**src/shared/tcp_pkg.sv**
```systemverilog
// Function
// - Clock source select cleared: count internal instruction cycles.
// - Timer mode without prescaler: count advances every cycle.
// - A count write holds counting off for the next two cycles.
// - Clock source select set: count edges of external count input.
// - Edge select cleared counts rising edges, set counts falling edges.
// - Prescaler serves the timer or the watchdog, never both.
// - Assign bit cleared routes prescaler to timer, set to watchdog.
// - Prescaler counter has no software read or write path.
// - Timer ratios run in powers of two from 1:2 to 1:256.
// - Timer count is eight bits, readable and writable.
// - Count write clears the prescaler when it serves the timer.
// - Watchdog clear clears the prescaler when it serves the watchdog.
// - Any reset clears the prescaler to zero.
// - Ratio field and assign bit occupy option bits three to zero.
package tcp_pkg;
    localparam logic [3:0] ADDR_COUNT = 4'h0;
    localparam logic [3:0] ADDR_OPTION = 4'h4;
    localparam logic [3:0] ADDR_STATUS = 4'h8;
    localparam logic [7:0] OPTION_RESET = 8'hff;
    localparam logic [7:0] COUNT_RESET = 8'h00;
    localparam int OPT_CS_BIT = 5;
    localparam int OPT_SE_BIT = 4;
    localparam int OPT_ASSIGN_BIT = 3;
    localparam int OPT_RATIO_MSB = 2;
    localparam int WRITE_HOLD_CYCLES = 2;
    localparam logic [1:0] RESP_OKAY = 2'h0;
    localparam logic [1:0] RESP_SLVERR = 2'h2;
endpackage

```
**src/shared/tcp_ctl_if.sv**
```systemverilog
interface tcp_ctl_if;
    logic [7:0] option;
    logic count_we;
    logic [7:0] count_wdata;
    logic [7:0] count;
    logic wdog_tick;
    logic wdog_clear;
    modport core (input option, count_we, count_wdata, wdog_clear,
        output count, wdog_tick);
    modport regs (output option, count_we, count_wdata, wdog_clear,
        input count, wdog_tick);
endinterface

```
**src/rtl/tcp_core.sv**
```systemverilog
module tcp_core (
    input wire logic mclk, // Clock
    input wire logic rst, // Sync reset
    input wire logic external_count_input, // Count pin, synchronous
    tcp_ctl_if.core ctl // Control
);
    typedef struct packed {
        logic [7:0] count;
        logic [1:0] hold;
        logic pin_prev;
    } tcp_core_type;
    tcp_core_type s_reg, s_next;
    logic cs, se, to_wdog, edge_ev, src_ev, pre_in, pre_out, pre_clr, adv;
    assign cs = ctl.option[tcp_pkg::OPT_CS_BIT];
    assign se = ctl.option[tcp_pkg::OPT_SE_BIT];
    assign to_wdog = ctl.option[tcp_pkg::OPT_ASSIGN_BIT];
    assign edge_ev = se ? (s_reg.pin_prev & ~external_count_input)
                        : (~s_reg.pin_prev & external_count_input);
    assign src_ev = cs ? edge_ev : 1'b1;
    // Prescaler sees exactly one client at a time
    assign pre_in = to_wdog ? 1'b1 : src_ev;
    assign pre_clr = to_wdog ? ctl.wdog_clear : ctl.count_we;
    tcp_prescaler #(.WIDTH(8)) u_pre (
        .mclk(mclk),
        .rst(rst),
        .tick_in(pre_in),
        .clear(pre_clr),
        .ratio_sel(ctl.option[tcp_pkg::OPT_RATIO_MSB:0]),
        .tick_out(pre_out)
    );
    assign adv = to_wdog ? src_ev : pre_out;
    always_comb begin
        s_next = s_reg;
        s_next.pin_prev = external_count_input;
        if (ctl.count_we) begin
            s_next.count = ctl.count_wdata;
            s_next.hold = 2'(tcp_pkg::WRITE_HOLD_CYCLES);
        end else if (s_reg.hold != 2'h0) begin
            s_next.hold = s_reg.hold - 2'h1;
        end else if (adv) begin
            s_next.count = s_reg.count + 8'h01;
        end
    end
    always_ff @(posedge mclk) begin
        if (rst) begin
            s_reg <= '0;
        end else begin
            s_reg <= s_next;
        end
    end
    assign ctl.count = s_reg.count;
    assign ctl.wdog_tick = to_wdog ? pre_out : 1'b1;
    property p_hold;
        @(posedge mclk) disable iff (rst)
        ctl.count_we ##1 !ctl.count_we
        |-> ##1 (s_reg.count == $past(s_reg.count));
    endproperty
    a_hold: assert property (p_hold) else $error("count moved in hold");
    property p_hold2;
        @(posedge mclk) disable iff (rst)
        ctl.count_we ##1 !ctl.count_we ##1 !ctl.count_we
        |-> ##1 (s_reg.count == $past(s_reg.count));
    endproperty
    a_hold2: assert property (p_hold2) else $error("second hold lost");
    property p_wrap;
        @(posedge mclk) disable iff (rst)
        s_reg.count == 8'hff && s_reg.hold == 2'h0 && adv && !ctl.count_we
        |=> s_reg.count == 8'h00;
    endproperty
    a_wrap: assert property (p_wrap) else $error("no wrap");
    property p_timer;
        @(posedge mclk) disable iff (rst)
        !cs && to_wdog && s_reg.hold == 2'h0 && !ctl.count_we
        |=> s_reg.count == $past(s_reg.count) + 8'h01;
    endproperty
    a_timer: assert property (p_timer) else $error("timer stalled");
    property p_pre_clr;
        @(posedge mclk) disable iff (rst)
        pre_clr |=> u_pre.s_reg.cnt == 8'h00;
    endproperty
    a_pre_clr: assert property (p_pre_clr) else $error("prescaler kept");
endmodule

```
**src/rtl/tcp_prescaler.sv**
```systemverilog
module tcp_prescaler #(
    parameter int WIDTH = 8
) (
    input wire logic mclk, // Clock
    input wire logic rst, // Sync reset
    input wire logic tick_in, // Source event
    input wire logic clear, // Clear counter
    input wire logic [2:0] ratio_sel, // Ratio code
    output logic tick_out // Divided event
);
    // Three ratio bits tap exactly eight counter stages
    if (WIDTH != 8) begin : g_width_check
        $error("prescaler width must be 8");
    end
    typedef struct packed {
        logic [WIDTH-1:0] cnt;
        logic out;
    } tcp_pre_type;
    tcp_pre_type s_reg, s_next;
    logic [WIDTH-1:0] inc;
    always_comb begin
        s_next = s_reg;
        s_next.out = 1'b0;
        inc = s_reg.cnt + {{(WIDTH-1){1'b0}}, 1'b1};
        if (clear) begin
            s_next.cnt = '0;
        end else if (tick_in) begin
            s_next.cnt = inc;
            // Carry out of bit n, so a clear costs one whole period
            s_next.out = s_reg.cnt[ratio_sel] & ~inc[ratio_sel];
        end
    end
    always_ff @(posedge mclk) begin
        if (rst) s_reg <= '0;
        else s_reg <= s_next;
    end
    assign tick_out = s_reg.out;
endmodule

```
**src/rtl/tcp_timer.sv**
```systemverilog
// The register addresses and the AXI4-Lite interface to the registers were decided locally.
module tcp_timer (
    input wire logic mclk, // Clock
    input wire logic rst, // Sync reset
    input wire logic external_count_input, // Count pin
    input wire logic watchdog_clear_instruction, // Watchdog clear pulse
    output logic watchdog_tick, // Tick to watchdog
    input wire logic [3:0] s_axi_awaddr, // AW
    input wire logic s_axi_awvalid, // AW
    output logic s_axi_awready, // AW
    input wire logic [31:0] s_axi_wdata, // W
    input wire logic [3:0] s_axi_wstrb, // W
    input wire logic s_axi_wvalid, // W
    output logic s_axi_wready, // W
    output logic [1:0] s_axi_bresp, // B
    output logic s_axi_bvalid, // B
    input wire logic s_axi_bready, // B
    input wire logic [3:0] s_axi_araddr, // AR
    input wire logic s_axi_arvalid, // AR
    output logic s_axi_arready, // AR
    output logic [31:0] s_axi_rdata, // R
    output logic [1:0] s_axi_rresp, // R
    output logic s_axi_rvalid, // R
    input wire logic s_axi_rready // R
);
    typedef struct packed {
        logic [7:0] option;
        logic aw_ok;
        logic [3:0] awaddr;
        logic w_ok;
        logic [7:0] wdata;
        logic wlane;
        logic bvalid;
        logic [1:0] bresp;
        logic rvalid;
        logic [31:0] rdata;
        logic [1:0] rresp;
        logic wdog_tick;
        logic awready;
        logic wready;
        logic arready;
    } tcp_bus_type;
    tcp_bus_type s_reg, s_next;
    tcp_ctl_if ctl ();
    logic do_write;
    tcp_core u_core (
        .mclk(mclk),
        .rst(rst),
        .external_count_input(external_count_input),
        .ctl(ctl)
    );
    assign do_write = s_reg.aw_ok && s_reg.w_ok && !s_reg.bvalid;
    assign ctl.option = s_reg.option;
    assign ctl.count_we = do_write && s_reg.wlane
        && s_reg.awaddr == tcp_pkg::ADDR_COUNT;
    assign ctl.count_wdata = s_reg.wdata;
    assign ctl.wdog_clear = watchdog_clear_instruction;
    always_comb begin
        s_next = s_reg;
        s_next.wdog_tick = ctl.wdog_tick;
        if (s_axi_awvalid && !s_reg.aw_ok) begin
            s_next.aw_ok = 1'b1;
            s_next.awaddr = s_axi_awaddr;
        end
        if (s_axi_wvalid && !s_reg.w_ok) begin
            s_next.w_ok = 1'b1;
            s_next.wdata = s_axi_wdata[7:0];
            s_next.wlane = s_axi_wstrb[0];
        end
        if (do_write) begin
            s_next.aw_ok = 1'b0;
            s_next.w_ok = 1'b0;
            s_next.bvalid = 1'b1;
            s_next.bresp = tcp_pkg::RESP_OKAY;
            if (s_reg.awaddr == tcp_pkg::ADDR_OPTION) begin
                if (s_reg.wlane) s_next.option = s_reg.wdata;
            end else if (s_reg.awaddr != tcp_pkg::ADDR_COUNT) begin
                // Prescaler count has no address at all
                s_next.bresp = tcp_pkg::RESP_SLVERR;
            end
        end
        if (s_reg.bvalid && s_axi_bready) s_next.bvalid = 1'b0;
        if (s_axi_arvalid && !s_reg.rvalid) begin
            s_next.rvalid = 1'b1;
            s_next.rresp = tcp_pkg::RESP_OKAY;
            case (s_axi_araddr)
                tcp_pkg::ADDR_COUNT: s_next.rdata = {24'h0, ctl.count};
                tcp_pkg::ADDR_OPTION: s_next.rdata = {24'h0, s_reg.option};
                tcp_pkg::ADDR_STATUS: begin
                    s_next.rdata = 32'h0;
                    s_next.rdata[0] = s_reg.option[tcp_pkg::OPT_ASSIGN_BIT];
                end
                default: begin
                    s_next.rdata = 32'h0;
                    s_next.rresp = tcp_pkg::RESP_SLVERR;
                end
            endcase
        end else if (s_reg.rvalid && s_axi_rready) begin
            s_next.rvalid = 1'b0;
        end
        // Ready flags are registered so the ports come from flops
        s_next.awready = !s_next.aw_ok;
        s_next.wready = !s_next.w_ok;
        s_next.arready = !s_next.rvalid;
    end
    always_ff @(posedge mclk) begin
        if (rst) begin
            s_reg <= '0;
            s_reg.option <= tcp_pkg::OPTION_RESET;
            s_reg.awready <= 1'b1;
            s_reg.wready <= 1'b1;
            s_reg.arready <= 1'b1;
        end else begin
            s_reg <= s_next;
        end
    end
    assign s_axi_awready = s_reg.awready;
    assign s_axi_wready = s_reg.wready;
    assign s_axi_bvalid = s_reg.bvalid;
    assign s_axi_bresp = s_reg.bresp;
    assign s_axi_arready = s_reg.arready;
    assign s_axi_rvalid = s_reg.rvalid;
    assign s_axi_rdata = s_reg.rdata;
    assign s_axi_rresp = s_reg.rresp;
    assign watchdog_tick = s_reg.wdog_tick;
    // Prescaler on the timer leaves the watchdog undivided
    property p_route;
        @(posedge mclk) disable iff (rst)
        !s_reg.option[tcp_pkg::OPT_ASSIGN_BIT] |=> s_reg.wdog_tick;
    endproperty
    a_route: assert property (p_route) else $error("watchdog divided");
endmodule

```
**config.mk**
```make
export PLATFORM = sky130hd
export DESIGN_NAME = tcp_timer
export DESIGN_NICKNAME = d
export VERILOG_FILES = /design/src/shared/tcp_pkg.sv /design/src/shared/tcp_ctl_if.sv /design/src/rtl/tcp_core.sv /design/src/rtl/tcp_prescaler.sv /design/src/rtl/tcp_timer.sv
export SDC_FILE = /design/constraint.sdc
export NUM_CORES = 1
export LEC_CHECK = 0
export ABC_AREA = 1
export BUFFER_PORTS_ARGS = -buffer_cell sky130_fd_sc_hd__clkbuf_2
export CAP_MARGIN = 20
export CORE_AREA = 5 5 119 76
export CTS_BUF_LIST = sky130_fd_sc_hd__clkbuf_4 sky130_fd_sc_hd__clkbuf_8
export DETAILED_ROUTE_END_ITERATION = 8
export DIE_AREA = 0 0 124 81
export PLACE_DENSITY_LB_ADDON = 0.2
export SKIP_LAST_GASP = 1
export SYNTH_ARGS = -nofsm -noshare
export SYNTH_HDL_FRONTEND = slang
export SYNTH_SLANG_ARGS = --single-unit
```
**constraint.sdc**
```tcl
create_clock -name mclk -period 3.4 [get_ports mclk]
set_input_delay 0.51 -clock mclk [delete_from_list [all_inputs] [get_ports mclk]]
set_output_delay 0.51 -clock mclk [all_outputs]
set_load 0.03 [all_outputs]
```
# == After elaboration in Yosys (flattened, before gate mapping) ==
# Cells that the tools add are included.
# op_classes
n_mux,24
n_reduce_logical,29
n_addsub,3
order_cmp,1
eq_ne,4
n_bitwise,7
# op_table
cell,count
$pmux W8 S3,1
$mux W10,2
$add A8 B1 Y8 const B,2
$mux W8,2
$mux W1,12
$logic_and A1 B1 Y1,9
$eq A4 B3 Y1 const B,2
$logic_not A4 Y1,2
$mux W2,4
$logic_not A1 Y1,7
$bmux W1 S3,2
$reduce_bool A2 Y1,3
$reduce_or A2 Y1,3
$reduce_or A3 Y1,2
$mux W5,1
$eq A4 B4 Y1 const B,1
$lt A3 B4 Y1 const B,1
$not A1 Y1,4
$reduce_bool A4 Y1,1
$and A1 B1 Y1,3
$reduce_and A3 Y1,1
$ne A2 B1 Y1 const B,1
$reduce_and A2 Y1,1
$sub A2 B1 Y2 const B,1
# totals
output_inout_bits,42
word_cells,89
regBits,85

# == Depth between registers and ports, before layout ==
# logic_depth
word_depth,8
depth_mapped,10
depth_no_buf,9

# == By module ==
# Synthesis repeated with hierarchy kept, for this count alone.
# hier_totals
cells_unflattened,420
area_unflattened_um2,3114.2
# by_module_without_submodules
module,area_per_inst_um2,n_inst,seq_area_each_um2,cells_each
tcp_timer,1843.0,1,780.7,232
tcp_core,763.2,1,220.2,111
tcp_prescaler,508.0,1,180.2,77

# == Worst setup path after synthesis ==
# OpenSTA, ideal clock, no wires.
# synth_path
path_type,register to register
from,register s_reg (netlist bit s_axi_bvalid)
to,register u_core.s_reg (netlist bit u_core.ctl.count[3])
path_stages_with_launch,11
arrival_time_ps,1325
n_path_buf,1
required_time_ps,3287
slack_ps,1963
setup_time_ps,113
synth_period_minus_slack_ps,1437
path_cell_list,dfxtp_1 > inv_1 > nand4_1 > nor2_4 > buf_8 > nor2_4 > nand2_2 > nand2_4 > nand2_1 > nand2_1 > nor2_1
# synth_via
elab_chain_len,6
word_cells_on_any_way,8
classes_between,eq/ne (1); mux (1); reduce/logical (6)
# synth_rtl
element,line,text
start: declaration,tcp_timer.sv:43,"tcp_bus_type s_reg, s_next;"
start signal: assignment,tcp_timer.sv:114,s_reg <= s_next;
$logic_not A1 Y1 *,tcp_timer.sv:52,assign do_write = s_reg.aw_ok && s_reg.w_ok && !s_reg.bvalid;
$logic_and A1 B1 Y1 *,tcp_timer.sv:52,
$logic_and A1 B1 Y1 *,tcp_timer.sv:54,assign ctl.count_we = do_write && s_reg.wlane
$logic_and A1 B1 Y1 *,tcp_timer.sv:55,&& s_reg.awaddr == tcp_pkg::ADDR_COUNT;
$ne A2 B1 Y1 (no line) / $reduce_bool A2 Y1 (equally long branches),n/a,
$reduce_and A2 Y1 (no line),n/a,
end signal: assignment,tcp_core.sv:48,s_reg <= s_next;
end: declaration,tcp_core.sv:12,"tcp_core_type s_reg, s_next;"
# Mark *: on every way between the ends. The rest lies on a longest branch, timed or not.
# A chain may end at the register's enable or synchronous reset.

# == Worst setup path after layout ==
# layout_path
from,register s_reg[51] in the netlist's numbering
to,register ctl.option[0] (netlist name)
# layout_via
elab_chain_len,3
# layout_rtl
element,line
$logic_and A1 B1 Y1 (2 in series),tcp_timer.sv:52
$reduce_and A3 Y1 (no line),n/a
# No other way between the ends.

==> impl_metrics.env <==
export IMPL_outcome="finished clean"
export IMPL_cts_sinks=59
export IMPL_crit_type="reg2reg"
export IMPL_die_w_um=124
export IMPL_rsz0062_at_grt="false"
export IMPL_drt_pre_antenna_iters=4
export IMPL_synthDominantCellAreaShare=0.388
export IMPL_synth_top_cell_by_area="dfxtp_1"
export IMPL_required_ns=3.62
export IMPL_post_route_period_util=0.487
export IMPL_wl_per_cell_um=12.1
export IMPL_fp_dieArea_sq_um=10000
export IMPL_area_delta_synth_final_pct=11.1
export IMPL_overflow=0
export IMPL_yosys_top_cells_area="dfxtp_1 (39%), nand2_1 (11%), buf_4 (8.9%)"
export IMPL_setup_slack_ns=1.74
export IMPL_hpwl_um=5160
export IMPL_drv_slew=0
export IMPL_cts_resized=0
export IMPL_post_cts_buffers=0
export IMPL_ys_seq_area_frac=0.388
export IMPL_wl_um=6890
export IMPL_cts_max_level=3
export IMPL_finClkSkew_ns=0.00920
export IMPL_fin_nets=510
export IMPL_antenna_found_initial=0
export IMPL_cts_root_buf="clkbuf_8"
export IMPL_drive_above_1_share=0.193
export IMPL_io_buffers=41
export IMPL_initialDrtViolationCount=184
export IMPL_yosysUniqueCellTypes=38
export IMPL_cts_buffer_depth=2
export IMPL_hold_violations=0
export IMPL_clock_latency_ns=0.34
export IMPL_grt_pass1_vias=2309
export IMPL_cts_tree="done"
export IMPL_power_leakage_nw=1.52
export IMPL_viasPerCell=4.44
export IMPL_p_per_area_nw_per_um2=476
export IMPL_layout_commonest_cell="nand2_1"
export IMPL_holdBufCountCts=0
export IMPL_clk_pin_slew_worst_paths_ns=0.06
export IMPL_rows=25
export IMPL_io_pins=95
export IMPL_ys_warn_count=0
export IMPL_synthesis_area_sq_um=3040
export IMPL_layout_cells_most_common_list="nand2_1 (88), dfxtp_1 (59), inv_1 (47)"
export IMPL_drv_cap=0
export IMPL_via_count=2522
export IMPL_antenna_left=0
export IMPL_grt_first_pass_wirelength_um=11200
export IMPL_cts_buffers=9
export IMPL_drc=0
export IMPL_end_kind="register"
export IMPL_place_gp_congestion=0.788
export IMPL_postSynthAreaPerCell_sq_um=7.27
export IMPL_fin_crit_ns=1.66
export IMPL_hp_class="in2reg"
export IMPL_grt_total_usage=0.146
export IMPL_initial_utilization=0.394
export IMPL_clock_fmax_mhz=604
export IMPL_coreArea_sq_um=7730
export IMPL_ys_seq_elements=59
export IMPL_grt_max_degree=27
export IMPL_setup_tns_ns=0
export IMPL_antenna_cells=0
export IMPL_cp_max_fo=12
export IMPL_synthCells=419
export IMPL_cp_arrival_ns=1.87
export IMPL_startpoint_type="register"
export IMPL_finalSetupViolations=0
export IMPL_peakVddDrop_mv=0.233
export IMPL_dp_slack_ns=1.74
export IMPL_die_y_um=81
## power by group
part / switching, W / internal, W / total (W)
clock network: 0.000271 / 0.000426 / 0.000697
registers: 0.0000205 / 0.000719 / 0.000739
logic: 0.000129 / 0.0000454 / 0.000175
## stage by stage
step                area (sq um)  power [W]  utilization  hold WS (ns)  std cells
floorplan                   3140   0.000909            -         0.427        444
global placement            3170   0.000927        0.410         0.440        552
detailed placement          3170   0.000928        0.410         0.454        552
CTS                         3380    0.00164        0.438         0.367        568
global route                3380    0.00170        0.438         0.371        568
finish                      3380    0.00161        0.438         0.390        568
## routing by layer
layer / global-route usage / share of wire / vias up
li1: - / - / 1346
met1: 0.219 / 0.56 / 1109
met2: 0.184 / 0.37 / 61
met3: 0.0536 / 0.065 / 6
met4: 0.0536 / 0.0046 / 0
met5: 0 / 0 / -
## critical path, stage by stage, from the launching register on
cell      delay, ns
dfxtp_1        0.35
inv_1          0.07
nor3_2         0.31
nand3_2        0.16
nor2_4         0.36
inv_2          0.12
nand2_1        0.10
o211ai_2       0.07
## final timing paths
check | start | end | slack [ns] | cells after the start
max reg2reg | s_reg[51] | ctl.option[0] | 1.74 | 7
max | s_reg[51] | ctl.option[0] | 1.74 | 7
min reg2reg | u_core.s_reg[2] | u_core.s_reg[2] | 0.46 | 2
min | s_axi_wdata[2] | ctl.count_wdata[2] | 0.39 | 3
## Yosys cell counts
master    instances
buf_4            36
clkinv_1          1
buf_8             2
o21bai_1          1
inv_1            47
o211ai_1          2
a21oi_1          32
o211a_1           1
dfxtp_1          59
nor2_2            1
buf_2             1
nor2_1           43
nor4_1            1
a21oi_2           3
ha_1              2
nand2_2           5
nand2_1          88
nand2_4           1
nand4_1           2
o21ai_1           6
o211ai_2          1
xnor2_1           1
a31oi_1           1
nor2_4            4
o22ai_1           3
inv_2             4
nor3_2            1
nand3_2           4
nand4_2           1
o21ai_0          29
nand3_1          17
a21oi_4           2
conb_1            1
clkbuf_1          3
nor3_1            5
buf_6             1
xor2_1            4
o21ai_2           3
## area by class of cell
class / count / area [sq um]
timing repair buffer: 43 / 220
sequential: 59 / 1180
fill: 800 / 4340
inverter: 52 / 195
multi-input combinational: 290 / 1430
tap: 108 / 135
clock buffer: 11 / 139
clock inverter: 5 / 77.6
## cells by family (layout without fill, tap and decap cells)
family / Yosys count / in the layout / share of synthesized area
buffers and inverters: 95 / 111 / 0.172
DFF: 59 / 59 / 0.388
xor gates and xnor gates: 5 / 5 / 0.0144
AOI/OAI and AO/OA: 84 / 84 / 0.161
and+or+nand+nor: 173 / 173 / 0.255
adders and majority gates: 2 / 2 / 0.00822
other: 1 / 26 / 0.00123
(Power assumes the default switching activity.)
